`src/logic/frame_align_pkg.sv`:
```
// shared constants for the frame aligner, deserializer and bus registers
package frame_align_pkg;
  // bus register byte offsets
  localparam logic [7:0] ctrl_offset = 8'h00;
  localparam logic [7:0] status_offset = 8'h04;
  localparam logic [7:0] irq_status_offset = 8'h08;
  localparam logic [7:0] irq_mask_offset = 8'h0c;
  localparam logic [7:0] rx_last_offset = 8'h10;
  localparam logic [7:0] tx_last_offset = 8'h14;
  // reset values
  localparam logic [1:0] ctrl_reset = 2'h0;
  localparam logic [2:0] irq_mask_reset = 3'h0;
  // control fields
  localparam int ctrl_rate_high_bit = 0;
  localparam int ctrl_force_mute_bit = 1;
  // status fields
  localparam int stat_loss_bit = 0;
  localparam int stat_search_bit = 1;
  localparam int stat_aligned_bit = 2;
  localparam int stat_internal_loss_bit = 3;
  localparam int stat_rate_high_bit = 4;
  // interrupt fields
  localparam int irq_frame_bit = 0;
  localparam int irq_loss_set_bit = 1;
  localparam int irq_loss_clear_bit = 2;
  localparam int irq_width = 3;
  // framing pattern
  localparam logic [7:0] a1_byte = 8'hf6;
  localparam logic [7:0] a2_byte = 8'h28;
  localparam logic [47:0] frame_pattern =
    {a1_byte, a1_byte, a1_byte, a2_byte, a2_byte, a2_byte};
  // byte assembly
  localparam logic [2:0] bits_last = 3'h7;
  localparam logic [2:0] clock_rise_bit = 3'h3;
  // loss of signal detector
  localparam logic [7:0] los_quiet_limit = 8'h80;
  localparam logic [7:0] los_clear_transitions = 8'h10;
  localparam int los_window_bits = 128;
endpackage

```
`src/logic/sonet_frame_align_deserializer_port.sv`:
```
// receive framing, byte alignment, deserializer and transmit byte port
//
// The AHB-Lite slave port and the register addresses were chosen for this implementation.
module sonet_frame_align_deserializer_port (
  input wire logic hclk,
  input wire logic hresetn,
  input wire logic clk_en,
  input wire logic hsel,
  input wire logic [31:0] haddr,
  input wire logic [1:0] htrans,
  input wire logic hwrite,
  input wire logic [2:0] hsize,
  input wire logic [31:0] hwdata,
  input wire logic hready,
  output logic [31:0] hrdata,
  output logic hreadyout,
  output logic hresp,
  output logic irq,
  input wire logic rx_bit_valid,
  input wire logic rx_serial_bit,
  input wire logic frame_search_request,
  input wire logic internal_loss_detect_disable,
  input wire logic external_signal_loss_n,
  output logic [7:0] rx_byte_out,
  output logic rx_byte_clock,
  output logic frame_boundary_pulse,
  input wire logic tx_bit_tick,
  input wire logic [7:0] tx_byte_in,
  output logic tx_byte_clock,
  output logic [7:0] tx_byte_captured
);
  // bus side state
  logic [1:0] ctrl_q;
  logic [2:0] irq_status_q;
  logic [2:0] irq_status_d;
  logic [2:0] irq_mask_q;
  logic wr_pend_q;
  logic [7:0] wr_addr_q;
  logic [31:0] hrdata_q;
  logic irq_q;
  logic hready_q;
  // receive state
  logic [47:0] shift_q;
  logic [47:0] shift_d;
  logic [2:0] bit_cnt_q;
  logic aligned_q;
  logic [7:0] rx_byte_q;
  logic rx_clk_q;
  logic pulse_q;
  logic loss_prev_q;
  // transmit state
  logic [2:0] tx_cnt_q;
  logic tx_clk_q;
  logic [7:0] tx_hold_q;

  logic int_loss;
  logic loss_now;
  logic mute;
  logic match;
  logic found;
  logic byte_done;
  logic clk_rise;
  logic tx_wrap;
  logic addr_phase;
  logic rd_take;
  logic wr_take;
  logic rd_irq;
  logic [7:0] take_addr;
  logic [31:0] rd_value;
  logic [2:0] irq_events;

  loss_detector u_loss (
    .hclk(hclk),
    .hresetn(hresetn),
    .clk_en(clk_en),
    .bit_valid(rx_bit_valid),
    .bit_in(rx_serial_bit),
    .detect_disable(internal_loss_detect_disable),
    .loss_q(int_loss)
  );

  // external loss pin acts even with internal detection running
  assign loss_now = int_loss | ~external_signal_loss_n;
  assign mute = loss_now | ctrl_q[frame_align_pkg::ctrl_force_mute_bit];

  // newest bit enters at the bottom, so older bits sit higher
  assign shift_d = {shift_q[46:0], rx_serial_bit};
  assign match = shift_d == frame_align_pkg::frame_pattern;
  assign found = rx_bit_valid & frame_search_request & match;
  // a match closes the third a2 byte and restarts the bit count
  assign byte_done = rx_bit_valid &
    (found | (bit_cnt_q == frame_align_pkg::bits_last));
  assign clk_rise = rx_bit_valid & ~found &
    (bit_cnt_q == frame_align_pkg::clock_rise_bit);

  always_ff @(posedge hclk or negedge hresetn)
  begin
    if (!hresetn)
    begin
      shift_q <= '0;
      bit_cnt_q <= 3'h0;
      aligned_q <= 1'b0;
    end
    else if (clk_en && rx_bit_valid)
    begin
      shift_q <= shift_d;
      // boundary only moves while searching, otherwise it free runs
      bit_cnt_q <= found ? 3'h0 : bit_cnt_q + 3'h1;
      if (found)
        aligned_q <= 1'b1;
    end
  end

  // byte clock: low for the first half of each byte, falls at completion
  always_ff @(posedge hclk or negedge hresetn)
  begin
    if (!hresetn)
    begin
      rx_clk_q <= 1'b0;
      rx_byte_q <= 8'h00;
      pulse_q <= 1'b0;
    end
    else if (clk_en)
    begin
      if (byte_done)
      begin
        rx_clk_q <= 1'b0;
        rx_byte_q <= mute ? 8'h00 : shift_d[7:0];
        pulse_q <= found;
      end
      else if (clk_rise)
        rx_clk_q <= 1'b1;
      else if (mute)
        rx_byte_q <= 8'h00;
    end
  end

  // transmit divider: clock rises on the wrap, byte captured there too
  assign tx_wrap = tx_bit_tick & (tx_cnt_q == frame_align_pkg::bits_last);

  always_ff @(posedge hclk or negedge hresetn)
  begin
    if (!hresetn)
    begin
      tx_cnt_q <= 3'h0;
      tx_clk_q <= 1'b0;
      tx_hold_q <= 8'h00;
    end
    else if (clk_en && tx_bit_tick)
    begin
      tx_cnt_q <= tx_cnt_q + 3'h1;
      // only a wrap raises the clock, so no rise goes by without a capture
      tx_clk_q <= tx_wrap |
        (tx_clk_q & (tx_cnt_q < frame_align_pkg::clock_rise_bit));
      // framer drives its data from our byte clock, so it is stable here
      if (tx_wrap)
        tx_hold_q <= tx_byte_in;
    end
  end

  // bus slave: zero wait, read data registered in the address phase
  assign addr_phase = hsel & hready & htrans[1];
  assign rd_take = addr_phase & ~hwrite;
  assign wr_take = addr_phase & hwrite;
  assign take_addr = haddr[7:0];
  assign rd_irq = rd_take & (take_addr == frame_align_pkg::irq_status_offset);

  always_comb
  begin
    rd_value = 32'h0000_0000;
    case (take_addr)
      frame_align_pkg::ctrl_offset:
        rd_value = {30'h0, ctrl_q};
      frame_align_pkg::status_offset:
      begin
        rd_value[frame_align_pkg::stat_loss_bit] = loss_now;
        rd_value[frame_align_pkg::stat_search_bit] = frame_search_request;
        rd_value[frame_align_pkg::stat_aligned_bit] = aligned_q;
        rd_value[frame_align_pkg::stat_internal_loss_bit] = int_loss;
        rd_value[frame_align_pkg::stat_rate_high_bit] =
          ctrl_q[frame_align_pkg::ctrl_rate_high_bit];
      end
      frame_align_pkg::irq_status_offset:
        rd_value = {29'h0, irq_status_q};
      frame_align_pkg::irq_mask_offset:
        rd_value = {29'h0, irq_mask_q};
      frame_align_pkg::rx_last_offset:
        rd_value = {24'h0, rx_byte_q};
      frame_align_pkg::tx_last_offset:
        rd_value = {24'h0, tx_hold_q};
      default:
        rd_value = 32'h0000_0000;
    endcase
  end

  assign irq_events[frame_align_pkg::irq_frame_bit] = found & byte_done;
  assign irq_events[frame_align_pkg::irq_loss_set_bit] =
    loss_now & ~loss_prev_q;
  assign irq_events[frame_align_pkg::irq_loss_clear_bit] =
    ~loss_now & loss_prev_q;
  // a new event wins over the read that clears the register
  assign irq_status_d = (rd_irq ? 3'h0 : irq_status_q) | irq_events;

  always_ff @(posedge hclk or negedge hresetn)
  begin
    if (!hresetn)
    begin
      ctrl_q <= frame_align_pkg::ctrl_reset;
      irq_mask_q <= frame_align_pkg::irq_mask_reset;
      irq_status_q <= 3'h0;
      loss_prev_q <= 1'b0;
      wr_pend_q <= 1'b0;
      wr_addr_q <= 8'h00;
      hrdata_q <= 32'h0000_0000;
      irq_q <= 1'b0;
      hready_q <= 1'b0;
    end
    else if (clk_en)
    begin
      hready_q <= 1'b1;
      loss_prev_q <= loss_now;
      irq_status_q <= irq_status_d;
      irq_q <= |(irq_status_d & irq_mask_q);
      wr_pend_q <= wr_take;
      wr_addr_q <= take_addr;
      if (rd_take)
        hrdata_q <= rd_value;
      if (wr_pend_q && wr_addr_q == frame_align_pkg::ctrl_offset)
        ctrl_q <= hwdata[1:0];
      if (wr_pend_q && wr_addr_q == frame_align_pkg::irq_mask_offset)
        irq_mask_q <= hwdata[2:0];
    end
  end

  assign hrdata = hrdata_q;
  // ready from the first enabled cycle after reset, always okay: every access finishes in its first data cycle
  assign hreadyout = hready_q;
  assign hresp = 1'b0;
  assign irq = irq_q;
  assign rx_byte_out = rx_byte_q;
  assign rx_byte_clock = rx_clk_q;
  assign frame_boundary_pulse = pulse_q;
  assign tx_byte_clock = tx_clk_q;
  assign tx_byte_captured = tx_hold_q;
endmodule

```
`src/logic/loss_detector.sv`:
```
// transition based loss of signal detector on the serial bit stream
module loss_detector (
  input wire logic hclk,
  input wire logic hresetn,
  input wire logic clk_en,
  input wire logic bit_valid,
  input wire logic bit_in,
  input wire logic detect_disable,
  output logic loss_q
);
  logic prev_bit_q;
  logic have_prev_q;
  logic [7:0] quiet_q;
  logic [7:0] quiet_d;
  logic [frame_align_pkg::los_window_bits-1:0] hist_q;
  logic [7:0] trans_cnt_q;
  logic [7:0] trans_cnt_d;
  logic edge_now;
  logic oldest;
  logic declare;
  logic release_ok;

  assign edge_now = have_prev_q & (bit_in != prev_bit_q);
  assign oldest = hist_q[frame_align_pkg::los_window_bits-1];
  // counter saturates one past the limit: more than 128 quiet bits
  assign quiet_d = edge_now ? 8'h00 :
    (quiet_q > frame_align_pkg::los_quiet_limit) ? quiet_q :
    quiet_q + 8'h01;
  // sliding window count: add newest, drop oldest
  assign trans_cnt_d = trans_cnt_q + {7'h00, edge_now} - {7'h00, oldest};
  assign declare = quiet_d > frame_align_pkg::los_quiet_limit;
  assign release_ok =
    trans_cnt_d >= frame_align_pkg::los_clear_transitions;

  always_ff @(posedge hclk or negedge hresetn)
  begin
    if (!hresetn)
    begin
      prev_bit_q <= 1'b0;
      have_prev_q <= 1'b0;
      quiet_q <= 8'h00;
      hist_q <= '0;
      trans_cnt_q <= 8'h00;
      loss_q <= 1'b0;
    end
    else if (clk_en && bit_valid)
    begin
      prev_bit_q <= bit_in;
      have_prev_q <= 1'b1;
      quiet_q <= quiet_d;
      hist_q <= {hist_q[frame_align_pkg::los_window_bits-2:0], edge_now};
      trans_cnt_q <= trans_cnt_d;
      if (detect_disable)
        loss_q <= 1'b0;
      else if (declare)
        loss_q <= 1'b1;
      else if (loss_q && release_ok)
        loss_q <= 1'b0;
    end
    else if (clk_en && detect_disable)
    begin
      loss_q <= 1'b0;
    end
  end
endmodule

```
`config.mk`:
```
export PLATFORM = sky130hd
export DESIGN_NAME = sonet_frame_align_deserializer_port
export DESIGN_NICKNAME = d
export VERILOG_FILES = /design/src/logic/frame_align_pkg.sv /design/src/logic/sonet_frame_align_deserializer_port.sv /design/src/logic/loss_detector.sv
export SDC_FILE = /design/constraint.sdc
export NUM_CORES = 1
export LEC_CHECK = 0
export BUFFER_PORTS_ARGS = -buffer_cell sky130_fd_sc_hd__buf_2
export CELL_PAD_IN_SITES_DETAIL_PLACEMENT = 0
export CELL_PAD_IN_SITES_GLOBAL_PLACEMENT = 1
export CORE_ASPECT_RATIO = 0.9
export CORE_MARGIN = 2
export CORE_UTILIZATION = 35
export CTS_BUF_LIST = sky130_fd_sc_hd__clkbuf_2 sky130_fd_sc_hd__clkbuf_4 sky130_fd_sc_hd__clkbuf_8
export DETAILED_ROUTE_END_ITERATION = 12
export PLACE_DENSITY_LB_ADDON = 0.05
export SLEW_MARGIN = 5
export SYNTH_ARGS = -nofsm -noshare
export SYNTH_HDL_FRONTEND = slang
export SYNTH_SLANG_ARGS = --single-unit
export TNS_END_PERCENT = 1
```
`constraint.sdc`:
```
create_clock -name hclk -period 3.1 [get_ports hclk]
set_clock_uncertainty 0.2 [all_clocks]
set_input_delay 0.62 -clock hclk [delete_from_list [all_inputs] [get_ports hclk]]
set_output_delay 0.62 -clock hclk [all_outputs]
set_load 0.02 [all_outputs]
```
# --- Word level (Yosys, flattened, before mapping) ---
# Cells that the tools add are included.
word_totals:
  register_bits: 272
  in_bits: 89
  output_inout_bits: 54
  word_cells: 111
op_classes:
  addsub: 5
  order_cmp: 4
  eq_ne: 13
  muxes: 17
  bitwise_logic: 27
  reduce_logical: 21
op_table:
  columns: ["cell", "count"]
  rows:
  - ["$eq 48x48->1 const B", 1]
  - ["$mux 8", 6]
  - ["$pmux 5 s6", 1]
  - ["$eq 8x4->1 const B", 3]
  - ["$and 1x1->1", 16]
  - ["$eq 8x5->1 const B", 2]
  - ["$gt 8x8->1 const B", 2]
  - ["$logic_not 8->1", 2]
  - ["$reduce_and 2->1", 8]
  - ["$add 8x1->8", 1]
  - ["$add 8x1->8 const B", 1]
  - ["$eq 8x3->1 const B", 1]
  - ["$ge 8x5->1 const B", 1]
  - ["$sub 8x1->8", 1]
  - ["$mux 1", 7]
  - ["$add 3x1->3 const B", 2]
  - ["$eq 3x3->1 const B", 2]
  - ["$logic_and 1x1->1", 6]
  - ["$mux 3", 2]
  - ["$pmux 3 s2", 1]
  - ["$reduce_bool 2->1", 3]
  - ["$not 1->1", 5]
  - ["$ne 4x2->1 const B", 1]
  - ["$or 1x1->1", 4]
  - ["other kinds (8)", 8]

# --- Longest topological paths before layout ---
logic_depth:
  word_depth: 10
  ltp_mapped: 14
  depth_no_buf: 13

# --- Modules after synthesis ---
# Synthesis repeated with hierarchy kept, for this count alone.
unflattened:
  hier_cells: 1091
  hier_area_um2: 10923.0
by_module_without_submodules:
  columns: ["module", "instances", "cells_each", "area_per_inst_um2", "seq_area_each_um2"]
  rows:
  - ["loss_detector", 1, 730, 6309.8, 3678.5]
  - ["sonet_frame_align_deserializer_port", 1, 361, 4613.2, 2527.4]

# --- Worst setup path after synthesis ---
# OpenSTA, ideal clock, no wires.
synth_path:
  kind: "input to register"
  startpoint: "in rx_serial_bit"
  endpoint: "reg u_loss.loss_q"
  setup_ps: 78
  arrival_ps: 2962
  required_ps: 2822
  slack_ps: -139
  cell_stages: 14
  n_path_buf: 1
  cell_sequence: "inv_1 ha_1 nand2_1 inv_1 clkbuf_1 ha_1 inv_1 fa_1 nor2b_1 o21a_1 o21a_1 o311ai_0 a311oi_1 o2bb2ai_1"
synth_via:
  elab_chain_cells: 8
  word_cells_on_any_way: 13
  classes_between: "2 x add/sub; 2 x order compare; 2 x eq/ne; 4 x mux; 1 x bitwise; 2 x reduce/logical"
synth_lines:
  columns: ["item", "line_no", "text"]
  rows:
  - ["from (decl)", "sonet_frame_align_deserializer_port.sv:20", "input wire logic rx_serial_bit,"]
  - ["$ne 1x1->1 *", "loss_detector.sv:23", "assign edge_now = have_prev_q & (bit_in != prev_bit_q);"]
  - ["$and 1x1->1 *", "loss_detector.sv:23", null]
  - ["named net u_loss.edge_now", "loss_detector.sv:18", "logic edge_now;"]
  - ["$add 8x1->8", "loss_detector.sv:30", "assign trans_cnt_d = trans_cnt_q + {7'h00, edge_now} - {7'h00, oldest};"]
  - ["$sub 8x1->8", "loss_detector.sv:30", null]
  - ["$ge 8x5->1", "loss_detector.sv:33", "trans_cnt_d >= frame_align_pkg::los_clear_transitions;"]
  - ["$logic_and 1x1->1", "loss_detector.sv:57", "else if (loss_q && release_ok)"]
  - ["$ne 4x2->1 (no source line)", null, null]
  - ["$reduce_and 2->1 (no source line)", null, null]
  - ["to (signal assigned)", "loss_detector.sv:56", "loss_q <= 1'b1;"]
  - ["to (signal assigned)", "loss_detector.sv:58", "loss_q <= 1'b0;"]
  - ["to (signal assigned)", "loss_detector.sv:62", "loss_q <= 1'b0;"]
  - ["to (decl)", "loss_detector.sv:9", "output logic loss_q"]
# The timed path passes the listed nets; every way through them passes the cells marked *.
# A chain may end at the register's enable or synchronous reset.

==> qor.yml <==
sta:
  finalWorstSetupSlack_ns: 0.183
  finalMaxSlewViolations: 0
  rsz0062_at_grt: "no"
  hold_violations: 0
  slew_headroom: 0.480
  hold_slack_ns: 0.0836
  tightest_slew_ns: 0.781
  setup_tns_ns: 0
  fmax_mhz: 343
  post-route-period-util: 0.941
  setup_viol: 0
  fin_crit_ns: 2.92
layout:
  fin_nets: 1338
  syn_to_final_growth_pct: 16.3
  drive_gt1_frac: 0.161
  final_common_cell: "nand2_1"
  final_cell_mix: "nand2_1 (567), dfrtp_1 (247), buf_2 (59)"
  diodes: 0
  fillers: 3037
  design_area_mm2: 0.0124
drt:
  drt_wl_total_um: 22400
  vias_per_cell: 4.59
  drt-initial-drc-count: 418
  ant_nets: 0
  wl_per_cell_um: 13.4
  first_pass_iters: 7
  dr_total_vias: 7654
  remaining_drc_errors: 0
synthesis:
  ys_warn_count: 0
  synthArstFlopShare: 1.00
  ys.flop_type: "dfrtp_1"
  synthesis.area_mm2: 0.0107
  synth.avg_cell_area_um2: 9.22
  synth_area_leader_cell: "dfrtp_1"
  synthCells: 1157
  synthTopCellsByArea: "dfrtp_1 (58%), nand2_1 (20%), mux2_2 (2.5%), ha_1 (1.9%), buf_4 (1.8%)"
  netlist.area_leader.share: 0.579
  yosysSeqAreaShare: 0.579
  ys_ff_latch: 247
  ys_types: 58
  synth_edf_count: 0
power_and_ir_drop:
  ir_worst_vdd_mv: 0.380
  leakage_uw: 0.00663
  powerDensity_mw_per_mm2: 696
  finalPower_uw: 8630
floorplanning:
  start_util: 0.356
  dieHeight_um: 170
  die_area_mm2: 0.0319
  core_area_mm2: 0.0300
  die_w_um: 188
  io_pins: 143
  rows: 60
clocking:
  clockBufferDepth: 3
  post-cts-setup-buffers: 0
  cts_made_buffers: 45
  clock_latency_ns: 0.56
  root_buffer: "clkbuf_8"
  cts_max_level: 2
  cts_tree: "yes"
  cts.sinks: 247
  cts.clk_slew.worst_paths_ns: 0.06
global_routing:
  antenna_found_initial: 0
  track_usage: 0.146
  grt_pass1_vias: 7686
  grt_pass1_wl_um: 38800
  grt_remaining_overflow: 0
  grt_max_degree: 106
setup_path:
  required_ns: 3.39
  critical_path.startpoint_type: "flip-flop"
  worst_setup_path_end_kind: "flip-flop"
  worstSetupPathType: "reg2reg"
  critPathMaxFanout: 3
  cp.arrival_ns: 3.20
placement:
  hpwl_um: 13200
  io_buffers: 60
  post_dp_cell_area_mm2: 0.0114
  gp_congestion: 0.741
  pre_cts_ws_ns: -0.168
flow_run:
  drv_cap: 0
run_status:
  status: "finished, final reports clean"
min_path:
  hp-class: "in2reg"
critical path: stages, from the launching register on:
cell and delay (ns):
dfrtp_1 0.38, inv_1 0.09, ha_1 0.25, nand2_1 0.13
inv_1 0.07, ha_1 0.20, inv_1 0.07, fa_1 0.20
nor2b_2 0.06, o21a_1 0.18, buf_4 0.14, o211ai_1 0.16
o311ai_0 0.17, buf_4 0.17, a311oi_2 0.21, o2bb2ai_1 0.14
logic make-up after synthesis:
group / synth area share
buffers and inverters: 0.0454
XOR/XNOR: 0.00657
AO/OA/AOI/OAI: 0.0649
adder cells (fa/ha/maj): 0.0206
flip-flops: 0.579
multiplexers: 0.0319
other: 0.000352
AND/OR/NAND/NOR: 0.251
synth_stat cells (all sizes together) (2+ instances only):
library cell,instances
or4,3
nand2,568
nand2b,4
a31oi,2
a21o,6
inv,20
a22o,11
nand3,8
or2,3
xor2,2
dfrtp,247
nand4,8
o31ai,10
a32o,2
o21ai,34
nor3,6
a21oi,10
nor2,16
nand3b,3
buf,36
nor4b,2
o21a,4
xnor2,6
nor2b,6
mux2i,7
and2,2
nand4b,4
a22oi,2
and4b,2
o22ai,3
o311ai,2
or4b,2
nor3b,6
nor4,3
clkbuf,46
a211o,3
nor4bb,4
mux2,24
ha,16
o211ai,5
where the power goes:
part	internal, uW	switching (uW)	leakage, uW
registers	3490	208	0.00335
clock network	1960	1360	0.000521
logic	702	919	0.00276
total	6140	2490	0.00663
final timing paths:
kind                                         from                   to  slack (ns)  cells after the start
max in group asynchronous                 hresetn    u_loss.hist_q[47]        1.47                      3
worst min register to register  u_loss.hist_q[13]    u_loss.hist_q[14]        0.25                      2
worst max register to register         shift_q[0]        u_loss.loss_q        0.18                     15
worst max-delay path                   shift_q[0]        u_loss.loss_q        0.18                     15
min in group asynchronous                 hresetn         wr_addr_q[2]        0.41                      2
worst min-delay path                tx_byte_in[1]  tx_byte_captured[1]        0.08                      2
timing repair:
item,4_1_cts,5_1_grt
hold endpoints to repair,65,0
resized for setup,0,1
hold buffers,1,0
endpoints found under the setup margin,0,1
cell type report:
| type | count | area [um^2] | share of cell area |
|---|---|---|---|
| multi-input combinational | 832 | 4110 | 0.331 |
| inverter | 20 | 75.1 | 0.00605 |
| sequential | 247 | 6180 | 0.498 |
| tap | 403 | 504 | 0.0406 |
| clock inverter | 5 | 52.6 | 0.00424 |
| clock buffer | 75 | 926 | 0.0746 |
| timing repair buffer | 86 | 558 | 0.0450 |
state kept, by name, summed over array words and instances (netlist names), 8 cells and up:
register            count
shift_q                47
tx_byte_captured        8
u_loss.trans_cnt_q      8
u_loss.quiet_q          8
wr_addr_q               8
rx_byte_out             8
hrdata                  8
u_loss.hist_q         128
layer usage:
layer	share of wire	GRT usage	vias to the layer above
met3	0.046	0.0360	38
met1	0.52	0.206	3633
met5	0	0	-
met4	0.017	0.0496	0
li1	-	-	3841
met2	0.42	0.221	142
metrics by stage:
stage	std cells	util
2_1_floorplan	1181	-
3_3_place_gp	1587	0.381
3_5_place_dp	1587	0.381
4_1_cts	1668	0.414
5_1_grt	1668	0.414
6_report	1668	0.414
No activity file was read; power rests on OpenSTA's default activity.
